File: src/omxbs_pkg.sv
// constants for the output mux and band status register bank
package omxbs_pkg;
    // register indices and data width
    localparam logic [5:0] OMXBS_ADDR_PIN_SEL = 6'h0F;
    localparam logic [5:0] OMXBS_ADDR_BAND_STAT = 6'h10;
    localparam int OMXBS_DATA_W = 24;
    // reset values
    localparam logic [23:0] OMXBS_PIN_SEL_RST = 24'h000001;
    localparam logic [7:0] OMXBS_BAND_RST = 8'h20;
    // field positions of the select configuration register
    localparam int OMXBS_SEL_LSB = 0;
    localparam int OMXBS_SEL_W = 5;
    localparam int OMXBS_TEST_BIT = 5;
    localparam int OMXBS_NOMUX_BIT = 6;
    localparam int OMXBS_DRV_ON_BIT = 7;
    localparam int OMXBS_PULLUP_DIS_BIT = 8;
    localparam int OMXBS_PULLDN_DIS_BIT = 9;
    localparam int OMXBS_CFG_USED_W = 10;
    // field positions of the band status register
    localparam int OMXBS_BAND_W = 8;
    localparam int OMXBS_BUSY_BIT = 8;
    // number of internal sources feeding the pin mux
    localparam int OMXBS_NSRC = 32;
    // calibration state machine
    typedef enum logic [1:0] {OMXBS_CAL_IDLE, OMXBS_CAL_SEARCH, OMXBS_CAL_DONE} omxbs_cal_e;
endpackage

File: src/omxbs_top.sv
// register bank for the shared pin output mux and the band calibration status
`timescale 1ns/100ps

//////////////////////////////////////////////////////////////////////////////
// Functional notes
// - selected internal signal drives enabled shared pin
// - select zero drives the test data bit
// - codes 1-7: lock detect, slip indicators, reserved
// - codes 8-11: reference, dividers, modulator clock
// - codes 12-17: auxiliary serial, phase detector pulses
// - codes 18-25: modulator clocks, strobes, latch, sync
// - 26-29 unused, 30 buffer enable, 31 reset
// - inhibit bit set gives selected signal only
// - driver always on, else only during read
// - status reports band chosen by calibration
// - manual band override never updates status field
// - band zero is highest frequency, rising downward
// - busy held high while calibration searches
module omxbs_top
    import omxbs_pkg::*;
(
    // clock and reset
    input wire logic CLK_I,
    input wire logic ARST_N_I,
    // register access port
    input wire logic [5:0] REG_ADDR_I,
    input wire logic REG_WR_I,
    input wire logic [omxbs_pkg::OMXBS_DATA_W-1:0] REG_WDATA_I,
    output logic [omxbs_pkg::OMXBS_DATA_W-1:0] REG_RDATA_O,
    // serial read cycle from the serial port
    input wire logic RD_ACTIVE_I,
    input wire logic RD_DATA_I,
    // lock detect and slip sources, codes 1 to 7
    input wire logic LOCK_DET_I,
    input wire logic LOCK_TRIG_I,
    input wire logic LOCK_WIN_I,
    input wire logic RING_OSC_I,
    input wire logic SLIP_UP_I,
    input wire logic SLIP_DN_I,
    // clock and divider sources, codes 8 to 11
    input wire logic REF_BUF_I,
    input wire logic REF_DIV_I,
    input wire logic OSC_DIV_I,
    input wire logic MOD_CLK_I,
    // auxiliary and phase detector sources, codes 12 to 17
    input wire logic AUX_CLK_I,
    input wire logic AUX_SCLK_I,
    input wire logic AUX_SEN_I,
    input wire logic AUX_SDO_I,
    input wire logic PHASE_DET_DN_I,
    input wire logic PHASE_DET_UP_I,
    // strobe sources, codes 18 to 25
    input wire logic [7:0] STROBES_I,
    // buffer enable and soft reset, codes 30 and 31
    input wire logic SDO_BUF_EN_I,
    input wire logic SOFT_RESET_LOW_I,
    // calibration engine
    input wire logic CAL_START_I,
    input wire logic CAL_DONE_I,
    input wire logic [omxbs_pkg::OMXBS_BAND_W-1:0] CAL_BAND_I,
    // shared pin and transistor controls
    output logic LOCK_SERIAL_OUT_PIN_O,
    output logic LOCK_SERIAL_OUT_PIN_OE_N_O,
    output logic PULLUP_TRANSISTOR_DIS_O,
    output logic PULLDOWN_TRANSISTOR_DIS_O
);
    import omxbs_pkg::*;

    //////////////////////////////////////////////////////////////////////////
    logic [1:0] rst_sync_r;
    logic rst_n;
    logic [OMXBS_CFG_USED_W-1:0] cfg_r;
    logic [OMXBS_CFG_USED_W-1:0] cfg_nxt;
    logic cfg_hit;
    logic stat_hit;
    logic [OMXBS_NSRC-1:0] src;
    logic [OMXBS_BAND_W-1:0] band;
    logic busy;
    logic [OMXBS_SEL_W-1:0] sel;
    logic nomux;

    // reset release through two flops, assertion stays asynchronous
    always_ff @(posedge CLK_I or negedge ARST_N_I) begin
        if (!ARST_N_I) begin
            rst_sync_r <= 2'b00;
        end else begin
            rst_sync_r <= {rst_sync_r[0], 1'b1};
        end
    end
    assign rst_n = rst_sync_r[1];

    //////////////////////////////////////////////////////////////////////////
    // address decode; status register ignores writes
    assign cfg_hit = (REG_ADDR_I == OMXBS_ADDR_PIN_SEL);
    assign stat_hit = (REG_ADDR_I == OMXBS_ADDR_BAND_STAT);
    assign cfg_nxt = (REG_WR_I && cfg_hit) ? REG_WDATA_I[OMXBS_CFG_USED_W-1:0] : cfg_r;

    // only the implemented low bits are stored, upper bits read zero
    always_ff @(posedge CLK_I or negedge rst_n) begin
        if (!rst_n) begin
            cfg_r <= OMXBS_PIN_SEL_RST[OMXBS_CFG_USED_W-1:0];
        end else begin
            cfg_r <= cfg_nxt;
        end
    end

    // read data is combinational; unmapped addresses read zero
    assign REG_RDATA_O = cfg_hit ? {{(OMXBS_DATA_W-OMXBS_CFG_USED_W){1'b0}}, cfg_r} :
                         stat_hit ? {{(OMXBS_DATA_W-OMXBS_BAND_W-1){1'b0}}, busy, band} :
                         '0;

    //////////////////////////////////////////////////////////////////////////
    // source vector in select-code order; bit 0 is replaced by test data
    assign src[0] = 1'b0;
    assign src[3:1] = {LOCK_WIN_I, LOCK_TRIG_I, LOCK_DET_I};
    assign src[4] = RING_OSC_I;
    assign src[6:5] = {SLIP_DN_I, SLIP_UP_I};
    assign src[7] = 1'b0;
    assign src[11:8] = {MOD_CLK_I, OSC_DIV_I, REF_DIV_I, REF_BUF_I};
    assign src[15:12] = {AUX_SDO_I, AUX_SEN_I, AUX_SCLK_I, AUX_CLK_I};
    assign src[17:16] = {PHASE_DET_UP_I, PHASE_DET_DN_I};
    assign src[25:18] = STROBES_I;
    assign src[29:26] = 4'h0;
    assign src[31:30] = {SOFT_RESET_LOW_I, SDO_BUF_EN_I};

    omxbs_pin_mux u_mux (
        .clk_i(CLK_I),
        .rst_n_i(rst_n),
        .sel_i(cfg_r[OMXBS_SEL_LSB +: OMXBS_SEL_W]),
        .test_data_i(cfg_r[OMXBS_TEST_BIT]),
        .no_automux_i(cfg_r[OMXBS_NOMUX_BIT]),
        .drv_on_i(cfg_r[OMXBS_DRV_ON_BIT]),
        .src_i(src),
        .rd_active_i(RD_ACTIVE_I),
        .rd_data_i(RD_DATA_I),
        .pin_o(LOCK_SERIAL_OUT_PIN_O),
        .pin_oe_n_o(LOCK_SERIAL_OUT_PIN_OE_N_O)
    );

    omxbs_band_cal u_cal (
        .clk_i(CLK_I),
        .rst_n_i(rst_n),
        .cal_start_i(CAL_START_I),
        .cal_done_i(CAL_DONE_I),
        .cal_band_i(CAL_BAND_I),
        .band_o(band),
        .busy_o(busy)
    );

    // transistor disables pass straight from the register
    assign PULLUP_TRANSISTOR_DIS_O = cfg_r[OMXBS_PULLUP_DIS_BIT];
    assign PULLDOWN_TRANSISTOR_DIS_O = cfg_r[OMXBS_PULLDN_DIS_BIT];

    // select field and inhibit bit, named for the pin checks below
    assign sel = cfg_r[OMXBS_SEL_LSB +: OMXBS_SEL_W];
    assign nomux = cfg_r[OMXBS_NOMUX_BIT];

    property p_cfg_wr;
        @(posedge CLK_I) disable iff (!rst_n)
        (REG_WR_I && cfg_hit) |=> (cfg_r == $past(REG_WDATA_I[OMXBS_CFG_USED_W-1:0]));
    endproperty
    a_cfg_wr: assert property (p_cfg_wr) else $error("config write not stored");

    property p_stat_rd;
        @(posedge CLK_I) disable iff (!rst_n)
        stat_hit |-> (REG_RDATA_O[OMXBS_BUSY_BIT] == busy && REG_RDATA_O[OMXBS_BAND_W-1:0] == band &&
                      REG_RDATA_O[OMXBS_DATA_W-1:OMXBS_BUSY_BIT+1] == '0);
    endproperty
    a_stat_rd: assert property (p_stat_rd) else $error("status read wrong");

    //////////////////////////////////////////////////////////////////////////
    // pin against the named source pins, so a wrong slot in the vector shows up
    property p_code1;
        @(posedge CLK_I) disable iff (!rst_n)
        (nomux && sel == 5'h01) |=> (LOCK_SERIAL_OUT_PIN_O == $past(LOCK_DET_I));
    endproperty
    a_code1: assert property (p_code1) else $error("code 1 does not show lock detect");

    property p_code2;
        @(posedge CLK_I) disable iff (!rst_n)
        (nomux && sel == 5'h02) |=> (LOCK_SERIAL_OUT_PIN_O == $past(LOCK_TRIG_I));
    endproperty
    a_code2: assert property (p_code2) else $error("code 2 does not show lock trigger");

    property p_code3;
        @(posedge CLK_I) disable iff (!rst_n)
        (nomux && sel == 5'h03) |=> (LOCK_SERIAL_OUT_PIN_O == $past(LOCK_WIN_I));
    endproperty
    a_code3: assert property (p_code3) else $error("code 3 does not show lock window");

    property p_code5;
        @(posedge CLK_I) disable iff (!rst_n)
        (nomux && sel == 5'h05) |=> (LOCK_SERIAL_OUT_PIN_O == $past(SLIP_UP_I));
    endproperty
    a_code5: assert property (p_code5) else $error("code 5 does not show slip pull-up");

    property p_code6;
        @(posedge CLK_I) disable iff (!rst_n)
        (nomux && sel == 5'h06) |=> (LOCK_SERIAL_OUT_PIN_O == $past(SLIP_DN_I));
    endproperty
    a_code6: assert property (p_code6) else $error("code 6 does not show slip pull-down");

    property p_code7;
        @(posedge CLK_I) disable iff (!rst_n)
        (nomux && sel == 5'h07) |=> (LOCK_SERIAL_OUT_PIN_O == 1'b0);
    endproperty
    a_code7: assert property (p_code7) else $error("reserved code 7 not low");

    property p_code8;
        @(posedge CLK_I) disable iff (!rst_n)
        (nomux && sel == 5'h08) |=> (LOCK_SERIAL_OUT_PIN_O == $past(REF_BUF_I));
    endproperty
    a_code8: assert property (p_code8) else $error("code 8 does not show reference buffer");

    property p_code9;
        @(posedge CLK_I) disable iff (!rst_n)
        (nomux && sel == 5'h09) |=> (LOCK_SERIAL_OUT_PIN_O == $past(REF_DIV_I));
    endproperty
    a_code9: assert property (p_code9) else $error("code 9 does not show reference divider");

    property p_code10;
        @(posedge CLK_I) disable iff (!rst_n)
        (nomux && sel == 5'h0A) |=> (LOCK_SERIAL_OUT_PIN_O == $past(OSC_DIV_I));
    endproperty
    a_code10: assert property (p_code10) else $error("code 10 does not show oscillator divider");

    property p_code11;
        @(posedge CLK_I) disable iff (!rst_n)
        (nomux && sel == 5'h0B) |=> (LOCK_SERIAL_OUT_PIN_O == $past(MOD_CLK_I));
    endproperty
    a_code11: assert property (p_code11) else $error("code 11 does not show modulator clock");

    property p_code12;
        @(posedge CLK_I) disable iff (!rst_n)
        (nomux && sel == 5'h0C) |=> (LOCK_SERIAL_OUT_PIN_O == $past(AUX_CLK_I));
    endproperty
    a_code12: assert property (p_code12) else $error("code 12 does not show auxiliary clock");

    property p_code13;
        @(posedge CLK_I) disable iff (!rst_n)
        (nomux && sel == 5'h0D) |=> (LOCK_SERIAL_OUT_PIN_O == $past(AUX_SCLK_I));
    endproperty
    a_code13: assert property (p_code13) else $error("code 13 does not show auxiliary serial clock");

    property p_code14;
        @(posedge CLK_I) disable iff (!rst_n)
        (nomux && sel == 5'h0E) |=> (LOCK_SERIAL_OUT_PIN_O == $past(AUX_SEN_I));
    endproperty
    a_code14: assert property (p_code14) else $error("code 14 does not show auxiliary enable");

    property p_code15;
        @(posedge CLK_I) disable iff (!rst_n)
        (nomux && sel == 5'h0F) |=> (LOCK_SERIAL_OUT_PIN_O == $past(AUX_SDO_I));
    endproperty
    a_code15: assert property (p_code15) else $error("code 15 does not show auxiliary data out");

    property p_code16;
        @(posedge CLK_I) disable iff (!rst_n)
        (nomux && sel == 5'h10) |=> (LOCK_SERIAL_OUT_PIN_O == $past(PHASE_DET_DN_I));
    endproperty
    a_code16: assert property (p_code16) else $error("code 16 does not show detector down");

    property p_code17;
        @(posedge CLK_I) disable iff (!rst_n)
        (nomux && sel == 5'h11) |=> (LOCK_SERIAL_OUT_PIN_O == $past(PHASE_DET_UP_I));
    endproperty
    a_code17: assert property (p_code17) else $error("code 17 does not show detector up");

    // strobes run in code order, so the low bits of the offset pick the line
    property p_strobe;
        @(posedge CLK_I) disable iff (!rst_n)
        (nomux && sel >= 5'h12 && sel <= 5'h19) |=> (LOCK_SERIAL_OUT_PIN_O == $past(STROBES_I[3'(sel - 5'h12)]));
    endproperty
    a_strobe: assert property (p_strobe) else $error("strobe code shows wrong line");

    property p_unused;
        @(posedge CLK_I) disable iff (!rst_n)
        (nomux && sel >= 5'h1A && sel <= 5'h1D) |=> (LOCK_SERIAL_OUT_PIN_O == 1'b0);
    endproperty
    a_unused: assert property (p_unused) else $error("unused code not low");

    property p_code30;
        @(posedge CLK_I) disable iff (!rst_n)
        (nomux && sel == 5'h1E) |=> (LOCK_SERIAL_OUT_PIN_O == $past(SDO_BUF_EN_I));
    endproperty
    a_code30: assert property (p_code30) else $error("code 30 does not show buffer enable");

    property p_code31;
        @(posedge CLK_I) disable iff (!rst_n)
        (nomux && sel == 5'h1F) |=> (LOCK_SERIAL_OUT_PIN_O == $past(SOFT_RESET_LOW_I));
    endproperty
    a_code31: assert property (p_code31) else $error("code 31 does not show soft reset");
endmodule

File: src/omxbs_pin_mux.sv
// pin source selection and driver enable for the shared serial out pin
`timescale 1ns/100ps
module omxbs_pin_mux
    import omxbs_pkg::*;
(
    // clock and reset
    input wire logic clk_i,
    input wire logic rst_n_i,
    // configuration
    input wire logic [OMXBS_SEL_W-1:0] sel_i,
    input wire logic test_data_i,
    input wire logic no_automux_i,
    input wire logic drv_on_i,
    // sources
    input wire logic [OMXBS_NSRC-1:0] src_i,
    input wire logic rd_active_i,
    input wire logic rd_data_i,
    // pin
    output logic pin_o,
    output logic pin_oe_n_o
);
    import omxbs_pkg::*;

    logic [OMXBS_NSRC-1:0] src_all;
    logic sel_bit;
    logic pin_nxt;
    logic pin_r;
    logic oe_n_nxt;
    logic oe_n_r;

    // code zero is the test data bit, others come from the source vector
    assign src_all = {src_i[OMXBS_NSRC-1:1], test_data_i};
    assign sel_bit = src_all[sel_i];
    // automux hands the pin to read data only during a read
    assign pin_nxt = (!no_automux_i && rd_active_i) ? rd_data_i : sel_bit;
    // driver on continuously or only during a read
    assign oe_n_nxt = !(drv_on_i || rd_active_i);

    // registered pin so the data output comes from a flip-flop
    always_ff @(posedge clk_i or negedge rst_n_i) begin
        if (!rst_n_i) begin
            pin_r <= 1'b0;
            oe_n_r <= 1'b1;
        end else begin
            pin_r <= pin_nxt;
            oe_n_r <= oe_n_nxt;
        end
    end

    assign pin_o = pin_r;
    assign pin_oe_n_o = oe_n_r;

    property p_route;
        @(posedge clk_i) disable iff (!rst_n_i)
        (no_automux_i && sel_i != '0) |=> (pin_o == $past(src_i[sel_i]));
    endproperty
    a_route: assert property (p_route) else $error("pin does not follow selected source");

    property p_test;
        @(posedge clk_i) disable iff (!rst_n_i)
        (no_automux_i && sel_i == '0) |=> (pin_o == $past(test_data_i));
    endproperty
    a_test: assert property (p_test) else $error("code zero does not drive test data");

    property p_automux;
        @(posedge clk_i) disable iff (!rst_n_i)
        (!no_automux_i && rd_active_i) |=> (pin_o == $past(rd_data_i));
    endproperty
    a_automux: assert property (p_automux) else $error("read data not muxed onto pin");

    property p_idle_sel;
        @(posedge clk_i) disable iff (!rst_n_i)
        (!no_automux_i && !rd_active_i) |=> (pin_o == $past((sel_i == '0) ? test_data_i : src_i[sel_i]));
    endproperty
    a_idle_sel: assert property (p_idle_sel) else $error("idle pin not showing selected source");

    property p_drv;
        @(posedge clk_i) disable iff (!rst_n_i)
        1'b1 |=> (pin_oe_n_o == !($past(drv_on_i) || $past(rd_active_i)));
    endproperty
    a_drv: assert property (p_drv) else $error("pin driver enable wrong");
endmodule

File: src/omxbs_band_cal.sv
// calibration search sequencer that captures the chosen band and busy flag
`timescale 1ns/100ps
module omxbs_band_cal
    import omxbs_pkg::*;
(
    // clock and reset
    input wire logic clk_i,
    input wire logic rst_n_i,
    // calibration engine
    input wire logic cal_start_i,
    input wire logic cal_done_i,
    input wire logic [OMXBS_BAND_W-1:0] cal_band_i,
    // status
    output logic [OMXBS_BAND_W-1:0] band_o,
    output logic busy_o
);
    import omxbs_pkg::*;

    omxbs_cal_e state_r;
    omxbs_cal_e state_nxt;
    logic [OMXBS_BAND_W-1:0] band_r;
    logic [OMXBS_BAND_W-1:0] band_nxt;

    // busy while searching; result taken only from the engine, never manual writes
    always_comb begin
        state_nxt = state_r;
        band_nxt = band_r;
        case (state_r)
            OMXBS_CAL_IDLE, OMXBS_CAL_DONE: begin
                if (cal_start_i) begin
                    state_nxt = OMXBS_CAL_SEARCH;
                end
            end
            OMXBS_CAL_SEARCH: begin
                if (cal_done_i) begin
                    state_nxt = OMXBS_CAL_DONE;
                    band_nxt = cal_band_i;
                end
            end
            default: begin
                state_nxt = OMXBS_CAL_IDLE;
            end
        endcase
    end

    always_ff @(posedge clk_i or negedge rst_n_i) begin
        if (!rst_n_i) begin
            state_r <= OMXBS_CAL_IDLE;
            band_r <= OMXBS_BAND_RST;
        end else begin
            state_r <= state_nxt;
            band_r <= band_nxt;
        end
    end

    assign band_o = band_r;
    assign busy_o = (state_r == OMXBS_CAL_SEARCH);

    property p_busy;
        @(posedge clk_i) disable iff (!rst_n_i)
        (!busy_o && cal_start_i) |=> busy_o;
    endproperty
    a_busy: assert property (p_busy) else $error("busy not raised on calibration start");

    property p_done;
        @(posedge clk_i) disable iff (!rst_n_i)
        (busy_o && cal_done_i) |=> (!busy_o && band_o == $past(cal_band_i));
    endproperty
    a_done: assert property (p_done) else $error("band not captured at calibration end");

    property p_hold;
        @(posedge clk_i) disable iff (!rst_n_i)
        (!(busy_o && cal_done_i)) |=> $stable(band_o);
    endproperty
    a_hold: assert property (p_hold) else $error("band changed outside calibration result");
endmodule

File: config.mk
export PLATFORM = sky130hd
export DESIGN_NAME = omxbs_top
export DESIGN_NICKNAME = d
export VERILOG_FILES = /design/src/omxbs_pkg.sv /design/src/omxbs_top.sv /design/src/omxbs_pin_mux.sv /design/src/omxbs_band_cal.sv
export SDC_FILE = /design/constraint.sdc
export NUM_CORES = 1
export LEC_CHECK = 0
export BUFFER_PORTS_ARGS = -buffer_cell sky130_fd_sc_hd__buf_2
export CORE_ASPECT_RATIO = 1.2
export CORE_UTILIZATION = 40
export CTS_CLUSTER_DIAMETER = 50
export CTS_CLUSTER_SIZE = 30
export DETAILED_ROUTE_END_ITERATION = 12
export PLACE_DENSITY = 0.79
export SLEW_MARGIN = 0
export SYNTH_ARGS = -nofsm -noshare
export SYNTH_HDL_FRONTEND = slang
export SYNTH_SLANG_ARGS = --single-unit
File: constraint.sdc
create_clock -name CLK_I -period 1.8 [get_ports CLK_I]
set_input_delay 0.27 -clock CLK_I [delete_from_list [all_inputs] [get_ports CLK_I]]
set_output_delay 0.27 -clock CLK_I [all_outputs]
set_load 0.03 [all_outputs]
### After elaboration in Yosys (flattened, before gate mapping)

Index checks and enable logic that the tools add are counted.
W data, S select, Z words.

* bits of input ports: 71
* bits in registers: 24
* word-level logic and storage cells: 30
* output and inout bits: 28

* equality and inequality tests: 6
* reductions and logical operators: 9
* muxes and demuxes: 8
* magnitude comparators: 1

Operator list (count)
* $mux W10: 1
* $mux W9: 1
* $eq A6 B4 Y1 const B: 1
* $eq A6 B5 Y1 const B: 1
* $lt A5 B6 Y1 const B: 1
* $bmux W1 S5: 1
* $mux W2: 2
* $ne A2 B2 Y1 const B: 2
* $pmux W2 S2: 1
* $reduce_and A2 Y1: 2
* $eq A2 B1 Y1 const B: 1
* $eq A2 B2 Y1 const B: 1
* $logic_and A1 B1 Y1: 2
* $logic_not A1 Y1: 2
* $logic_not A2 Y1: 1
* $mux W1: 2
* $reduce_or A2 Y1: 1
* $logic_or A1 B1 Y1: 1

### Logic depth before layout (Yosys ltp)

Gate-level depths: netlist of the first run.

* depth after elaboration: 4
* gate-level depth with buffers: 5
* mapped depth without buffers: 4

### By module

A second synthesis of the first run with hierarchy kept.

* cell total of the unflattened synthesis: 114
* area total of the unflattened synthesis: 1473.9 um^2

By module, submodules not included
* omxbs_top: area an instance 679.4 um^2, sequential area each 301.5 um^2, cells an instance 54, times used 1
* omxbs_pin_mux: area an instance 400.4 um^2, sequential area each 51.3 um^2, cells an instance 36, times used 1
* omxbs_band_cal: area an instance 394.1 um^2, sequential area each 251.5 um^2, cells an instance 24, times used 1

### Least setup slack after synthesis of the first run

Ideal clock, no wire load.

* path type: input -> output
* start point: input port REG_ADDR_I[5]
* end point: output port REG_RDATA_O[8] (netlist name)
* required time: 1.530 ns
* cell stages on the path: 3
* path slack: 0.014 ns
* path buffers: 0
* data arrival time: 1.516 ns
* cells stage by stage: or4b_1 > nor3_2 > a22o_1

* cells in the longest elaborated chain, start to end: 3
* elaborated cells between the ends (all ways): 4
* those cells by class: eq/ne: 2; mux: 2

Ends and longest elaborated chain
* from (decl): line omxbs_top.sv:26 `input wire logic [5:0] REG_ADDR_I,`
* $eq A6 B5 Y1: line omxbs_top.sv:95 `assign stat_hit = (REG_ADDR_I == OMXBS_ADDR_BAND_STAT);`
* $mux W9: line omxbs_top.sv:109 `stat_hit ? {{(OMXBS_DATA_W-OMXBS_BAND_W-1){1'b0}}, busy, band} :`
* $mux W10 (*): line omxbs_top.sv:108 `assign REG_RDATA_O = cfg_hit ? {{(OMXBS_DATA_W-OMXBS_CFG_USED_W){1'b0}}, cfg_r} :`
* to (decl): line omxbs_top.sv:29 `output logic [omxbs_pkg::OMXBS_DATA_W-1:0] REG_RDATA_O,`

Every way passes the cells marked *; elsewhere a longest branch is shown, timed or not.

### Final worst setup path of the first run

* start point: register cfg_r[0]
* end point: register u_mux.pin_r (netlist: u_mux.pin_o)

* cells in the longest elaborated chain, start to end: 3

Ends and longest elaborated chain
* from (decl): line omxbs_top.sv:72 `logic [OMXBS_CFG_USED_W-1:0] cfg_r;`
* from (signal assigned): line omxbs_top.sv:101 `cfg_r <= OMXBS_PIN_SEL_RST[OMXBS_CFG_USED_W-1:0];`
* from (signal assigned): line omxbs_top.sv:103 `cfg_r <= cfg_nxt;`
* $bmux W1 S5: line omxbs_pin_mux.sv:33 `assign sel_bit = src_all[sel_i];`
* $mux W1 (implied by the code): line omxbs_pin_mux.sv:33
* $mux W1: line omxbs_pin_mux.sv:35 `assign pin_nxt = (!no_automux_i && rd_active_i) ? rd_data_i : sel_bit;`
* net u_mux.pin_nxt: line omxbs_pin_mux.sv:26 `logic pin_nxt;`
* to (signal assigned): line omxbs_pin_mux.sv:45 `pin_r <= pin_nxt;`
* to (decl): line omxbs_pin_mux.sv:27 `logic pin_r;`

The timed path passes the listed nets, and every way through them passes these cells. The select of a mux whose other input is x is not followed.
A chain may end at the register's enable or synchronous reset.

==> results of run 1 <==
-- worst max-delay path by stage --
stage / startpoint / end / slack (ns) / depth (start not counted)
after global placement: cfg_r[0]$_DFFE_PN1P_ / u_mux.pin_o$_DFF_PN0_ / -0.01 / 4
after CTS: cfg_r[0]$_DFFE_PN1P_ / u_mux.pin_o$_DFF_PN0_ / -0.03 / 4
after floorplan: REG_ADDR_I[5] / REG_RDATA_O[8] / 0.01 / 3
final: cfg_r[0]$_DFFE_PN1P_ / u_mux.pin_o$_DFF_PN0_ / -0.007 / 4
after detailed placement: REG_ADDR_I[5] / REG_RDATA_O[4] / -0.03 / 6
after global routing: cfg_r[0]$_DFFE_PN1P_ / u_mux.pin_o$_DFF_PN0_ / -0.09 / 4
-- critical path: cells and delay by family (launching register included) --
kind	cells	cell delay, ns
DFF	1	0.58
muxes	2	0.80
AOI/OAI and AO/OA	2	0.32
-- repair_timing --
action / 4_1_cts / 5_1_grt
pin swaps: 2 / 9
endpoints found under the hold margin: 2 / 0
gates resized for setup: 12 / 17
hold buffers: 1 / 0
endpoints found under the setup margin: 10 / 10
buffers inserted: 0 / 1
cloned: 0 / 1
-- through the flow --
stage / std cells / utilization [%]
after floorplan: 126 / -
after global placement: 220 / 54.7
after detailed placement: 220 / 54.7
after CTS: 225 / 56.7
after global routing: 227 / 59.6
final: 227 / 59.6
-- layer usage --
metal / track usage [%] / vias up / part of all wire (%)
li1: - / 540 / -
met1: 20.6 / 532 / 39
met2: 33.6 / 59 / 51
met3: 4.50 / 4 / 8.2
met4: 4.69 / 0 / 1.2
met5: 0 / - / 0
-- flip-flops by register name, indices dropped and copies added, names as in the netlist --
name              cells
rst_sync_r            2
u_cal.band_o          8
u_mux.pin_o           1
u_mux.pin_oe_n_o      1
u_cal.state_r         2
cfg_r                10
-- final cells by class --
cell class | instances | area [um2]
clock buffers | 4 | 26.3
fillers | 269 | 1280
multi-input cells | 84 | 714
flip-flops and latches | 24 | 604
well taps | 36 | 45.0
repair buffers | 79 | 497
-- cells in the final DEF, fill, tap and decap left out --
master / count
buf_2: 59
dfrtp_1: 21
mux2_2: 19
conb_1: 15
buf_6: 13
a22o_1: 9
nand2_1: 7
buf_4: 6
nor2_1: 5
mux2i_1: 5
nor2b_1: 4
mux4_2: 4
nor3_1: 3
dfstp_2: 3
clkbuf_4: 3
nand4_1: 2
nand3b_1: 2
o211ai_1: 2
or4b_4: 1
nor3_4: 1
and2_1: 1
mux2_4: 1
o21ai_0: 1
o221ai_4: 1
o2111ai_2: 1
clkbuf_1: 1
dlygate4sd3_1: 1
-- power groups by stage --
stage / sequential [mW] / clock [mW] / combinational, mW
finish: 0.744 / 0.233 / 0.441
global route: 0.765 / 0.265 / 0.480
CTS: 0.742 / 0.245 / 0.428
detailed placement: 0.752 / 0 / 0.420
global placement: 0.747 / 0 / 0.410
floorplan: 0.760 / 0 / 0.292
-- logic make-up (layout without fill, tap and decap cells) --
logic type,count (synthesis),count (layout),share of synthesized area (%)
other,2,15,0.551
AO/OA/AOI/OAI,14,14,8.99
multiplexers,29,29,27.1
buffers and inverters,18,83,8.90
flip-flops,24,24,44.3
AND/OR/NAND/NOR,26,26,10.2
==> summary.md, run 1 <==
| Metric | Value |
|---|---|
| CP Max Fanout | `3` |
| Sw Ratio | `between 30% and 40%` |
| Final Cycle Share | `100%` |
| DP Wirelength | `2.34 mm` |
| Sink Count | `24` |
| Worst hold start | `RD_ACTIVE_I` |
| DP Worst Slack | `-0.0323 ns` |
| Reg-to-reg slack, setup | `-0.007 ns` |
| DR WL/cell | `roughly 14 um` |
| Worst R2R End | `u_mux.pin_o$_DFF_PN0_` |
| RR Startpoint | `cfg_r[0]$_DFFE_PN1P_` |
| Synth cell types | `24` |
| Placed instance area | `1730 um2` |
| Synth top area share | `about 39%` |
| Detailed-route via count | `1,135` |
| Synth Instances | `113` |
| Vias in the first global route | `1,141` |
| Logic pwr share | `31.1%` |
| Drt total wl | `~3.1 mm` |
| Final instance area | `~1900 um2` |
| GRT Residual Overflow | `0` |
| CP Cell Sequence | `mux4_2 > mux2_4 > o221ai_4 > o2111ai_2` |
| CTS tree | `built` |
| VDD IR max | `740 uV` |
| CP required | `roughly 2.0 ns` |
| Most numerous cell in the Yosys netlist | `dfrtp_1` |
| Switch Pwr | `roughly 440 uW` |
| Failing checks | `setup timing` |
| Power Total | `around 1.4 mW` |
| Post-synth EDFFs | `0` |
| Final setup vio count | `1` |
| Clock root buffer | `clkbuf_4` |
| Routed Antenna Nets | `0` |
| Die Span X | `around 55 um` |
| Chip Height | `between 60 and 70 um` |
| Clock buffer depth | `2` |
| Max Transition Viols Final | `0` |
| Synth top cells by count | `21 x dfrtp_1, 20 x mux2_2, 14 x buf_4` |
| CP endpoint kind | `register` |
| Worst setup slack after layout | `-0.00697 ns` |
| Cell Pwr Density | `around 750 nW/um2` |
| Core area | `roughly 3200 um2` |
| Critical Path AT | `roughly 2 ns` |
| Initial antenna violation count | `0` |
| Synth Flop Type | `dfrtp_1` |
| Clock Skews | `roughly 0.01 ns` |
| Async set-reset flop share out of synthesis | `between 90% and 100%` |
| Setup Crit Path Kind | `reg2reg` |
| H-tree levels | `1` |
| CP max-delay cell | `dfstp_2` |
| Row cnt | `22` |
| Fin Hold WS | `between 0.08 and 0.09 ns` |
| Clock share of power | `about 17%` |
| Initial DRC count | `26` |
| Status | `finished with violations` |
| Starting density of the core | `43.1%` |
| Critical Path Max Stage Delay | `a little under 0.6 ns` |
| Fmax | `around 550 MHz` |
| GPL Wtd Cong | `roughly 0.72` |
| Max-cap violation count | `0` |
| Clk Latency, worst-skew pair | `roughly 0.31 ns` |
| Worst hold endpoint | `u_mux.pin_oe_n_o$_DFF_PN1_` |
| Share of cells above drive strength 1 | `58.6%` |
| First-pass GRT wire length | `approximately 5.1 mm` |
| Die area | `3650 um2` |
| Ant. Diodes | `0` |
| Top cells by area, synth | `dfrtp_1 39%, mux2_2 17%, buf_4 7.7%` |
| CTS Buf Count | `3` |
| Leakage | `approximately 0.94 nW` |
| CTS clk-pin slew, worst paths | `approximately 0.12 ns` |
| Hold Path Stages | `2` |
| Area leader, netlist | `dfrtp_1` |
| Final hold viol count | `0` |
| TNS Setup | `-0.00697 ns` |
| Yosys warning total | `0` |
| Syn_area_per_cell | `approximately 12 um2` |
| Post-route DRC | `0` |
| Detail-routed via count per cell | `around 5.0` |
| Int Pwr | `~980 uW` |
| Seq pwr share | `52.4%` |
| Nets | `263` |
| Sequential element share of the synthesized area | `about 44%` |
| RSZ-0062 raised after global routing | `true` |
| Port Buffers | `70` |
| Synthesis-stage register bit count | `24` |
| Type of origin of the critical path | `register` |
| Largest net degree at the start of global routing | `15` |
| Min-Delay Path Class | `in2reg` |
| R2R cell count | `4` |
| Area Growth Syn to Fin | `38.3%` |
| # IOs | `slightly below 100` |
| Minimum clock period after layout | `1.81 ns` |
| GRT Overall Usage | `between 10% and 20%` |
| Mapped cell area | `1360 um2` |
| First drt pass iteration count | `4` |
Note: power is estimated with default switching activity, not from simulation.
==> inputs of run 2 (changes only) <==
CORE_ASPECT_RATIO = 1.75   (was 1.2)
==> summary.md, run 2 (synthesized netlist as in run 1, its figures left out) <==
| Metric | Value |
|---|---|
| Initial antenna violation count | `0 (unchanged)` |
| Type of origin of the critical path | `register` |
| Worst setup slack after layout | `-0.0528 ns (-0.0459 ns)` |
| DP Wirelength | `2.51 mm (+7.6%)` |
| Die area | `3660 um2 (+0.22%)` |
| First drt pass iteration count | `4 (unchanged)` |
| Area Growth Syn to Fin | `39.4%` |
| GPL Wtd Cong | `0.758 (+5.7%)` |
| Worst R2R End | `u_mux.pin_o$_DFF_PN0_` |
| CTS Buf Count | `3 (unchanged)` |
| Global routing's busiest layer | `met2` |
| Drt total wl | `3.26 mm (+4.4%)` |
| Power Total | `1.50 mW (+5.8%)` |
| Minimum clock period after layout | `1.85 ns (+0.0459 ns)` |
| Starting density of the core | `42.5% (-0.59 points)` |
| Min-Delay Path Class | `reg2async` |
| Initial DRC count | `12 (-54%)` |
| Row cnt | `27 (+23%)` |
| Clock root buffer | `clkbuf_8` |
| H-tree levels | `1 (unchanged)` |
| Fmax | `540 MHz (-2.5%)` |
| Placed cell count | `227 (+3.2%)` |
| Die Span X | `46.1 um (-17%)` |
| Source of the critical timing path | `cfg_r[0]$_DFFE_PN1P_` |
| Clk Latency, worst-skew pair | `0.26 ns (-0.05 ns)` |
| Routed Antenna Nets | `0 (unchanged)` |
| Chip Height | `79.2 um (+20%)` |
| Met2 Use GR | `33.9% (+0.36 points)` |
| Cell Pwr Density | `789 nW/um2 (+5.0%)` |
| Leading cell type in the layout, fill and taps excluded | `buf_2` |
| Critical Path AT | `1.98 ns (-0.02 ns)` |
| Ant. Diodes | `0 (unchanged)` |
| Nets | `262 (-0.38%)` |
| Setup Crit Path Kind | `reg2reg` |
| Failing checks | `setup timing` |
| Reg-to-reg slack, setup | `-0.05 ns (-0.05 ns)` |
| CTS clk-pin slew, worst paths | `0.08 ns (-0.04 ns)` |
| R2R cell count | `4 (unchanged)` |
| RSZ-0062 raised after global routing | `true` |
| Vias in the first global route | `1,174 (+2.9%)` |
| First-pass GRT wire length | `4.82 mm (-5.2%)` |
| Port Buffers | `70 (unchanged)` |
| Clock buffer depth | `2 (unchanged)` |
| Final setup vio count | `3 (+2)` |
| RR Startpoint | `cfg_r[0]$_DFFE_PN1P_` |
| Core area | `3210 um2 (+1.4%)` |
| DR WL/cell | `14.0 um (+1.7%)` |
| Leakage | `0.936 nW (about the same)` |
| VDD IR max | `431 uV (-42%)` |
| GRT Overall Usage | `18.1% (+0.054 points)` |
| Max reg flops | `10 (unchanged)` |
| Biggest register | `cfg_r` |
| Max Transition Viols Final | `0 (unchanged)` |
| # IOs | `99 (unchanged)` |
| CP Max Fanout | `4 (+1)` |
| GRT Residual Overflow | `0 (unchanged)` |
| Most frequent cells in the layout | `60 x buf_2, 21 x dfrtp_1, 19 x mux2_2` |
| Post-Layout Cell Count | `233 (+2.6%)` |
| Share of cells above drive strength 1 | `58.4% (-0.22 points)` |
| CP required | `1.92 ns (-0.07 ns)` |
| CP endpoint kind | `register` |
| CTS tree | `built` |
| Final Cycle Share | `103% (+2.5 points)` |
| CP Capture Point | `u_mux.pin_o$_DFF_PN0_` |
| Post-route DRC | `0 (unchanged)` |
| Largest net degree at the start of global routing | `22 (+7)` |
| Status | `finished with violations` |
| Clock Skews | `0.00480 ns (-0.00520 ns)` |
| Detailed-route via count | `1,134 (-0.088%)` |
| Sink Count | `24 (unchanged)` |
| Max-cap violation count | `0 (unchanged)` |
| Final hold viol count | `0 (unchanged)` |
| Met1 GRT Util | `17.8% (-2.8 points)` |
| Met3 Use GR | `3.64% (-0.86 points)` |
| Detail-routed via count per cell | `4.87 (-2.7%)` |
run 2: changes by cell type in the layout (fill, tap and decap cells not counted), sizes merged:
cell / previous run / this run
buf: 78 / 77
run 2: critical path, stage by stage, from the launching register on:
cell and delay [ns]:
dfstp_2 0.58, mux4_2 0.51, mux2_4 0.30, o221ai_4 0.18, o2111ai_2 0.14
run 2: metal layers:
metal / up-vias / wire, um
met5: - / 0
met4: 0 / 74
met3: 7 / 234
met2: 49 / 1780
met1: 540 / 1170
li1: 538 / -
run 2: area by class of cell:
class                      count  area (um2)
clock buffer                   4        45.0
tap                           43        53.8
fill                         257        1310
sequential                    24         604
multi-input combinational     84         714
timing repair buffer          78         483
run 2: through the flow:
step	hold WS, ns	setup TNS (ns)	util (%)	worst slack [ns]	area (um2)
global route	0.0311	-0.540	59.2	-0.107	1900
floorplan	-0.0256	0	-	0.0135	1410
detailed placement	0.00875	-0.751	54.2	-0.0953	1740
finish	0.0158	-0.0783	59.2	-0.0528	1900
global placement	0.00980	-0.151	54.2	-0.0323	1740
CTS	0.0157	-0.0570	58.2	-0.0409	1870
run 2: worst min path at each step:
| stage | to | slack (ns) | depth (start not counted) |
|---|---|---|---|
| final | cfg_r[9]$_DFFE_PN0P_ | 0.02 | 0 |
| after global placement | cfg_r[9]$_DFFE_PN0P_ | 0.01 | 0 |
| after floorplan | rst_sync_r[0]$_DFF_PN0_ | -0.03 | 0 |
| after global routing | cfg_r[9]$_DFFE_PN0P_ | 0.03 | 0 |
| after CTS | cfg_r[9]$_DFFE_PN0P_ | 0.02 | 0 |
| after detailed placement | cfg_r[9]$_DFFE_PN0P_ | 0.009 | 0 |
run 2: repair_timing:
action / CTS / global route
endpoints found under the hold margin: 2 / 0
hold buffers: 1 / 0
endpoints found under the setup margin: 10 / 10
cloned: 1 / 0
pin swaps: 2 / 8
gates resized for setup: 23 / 6
buffers inserted: 0 / 0
run 2: report_power, final:
group          switching [mW]  internal, mW
clock network           0.157         0.158
logic                   0.216         0.228
registers              0.0792         0.664
total                   0.451          1.05
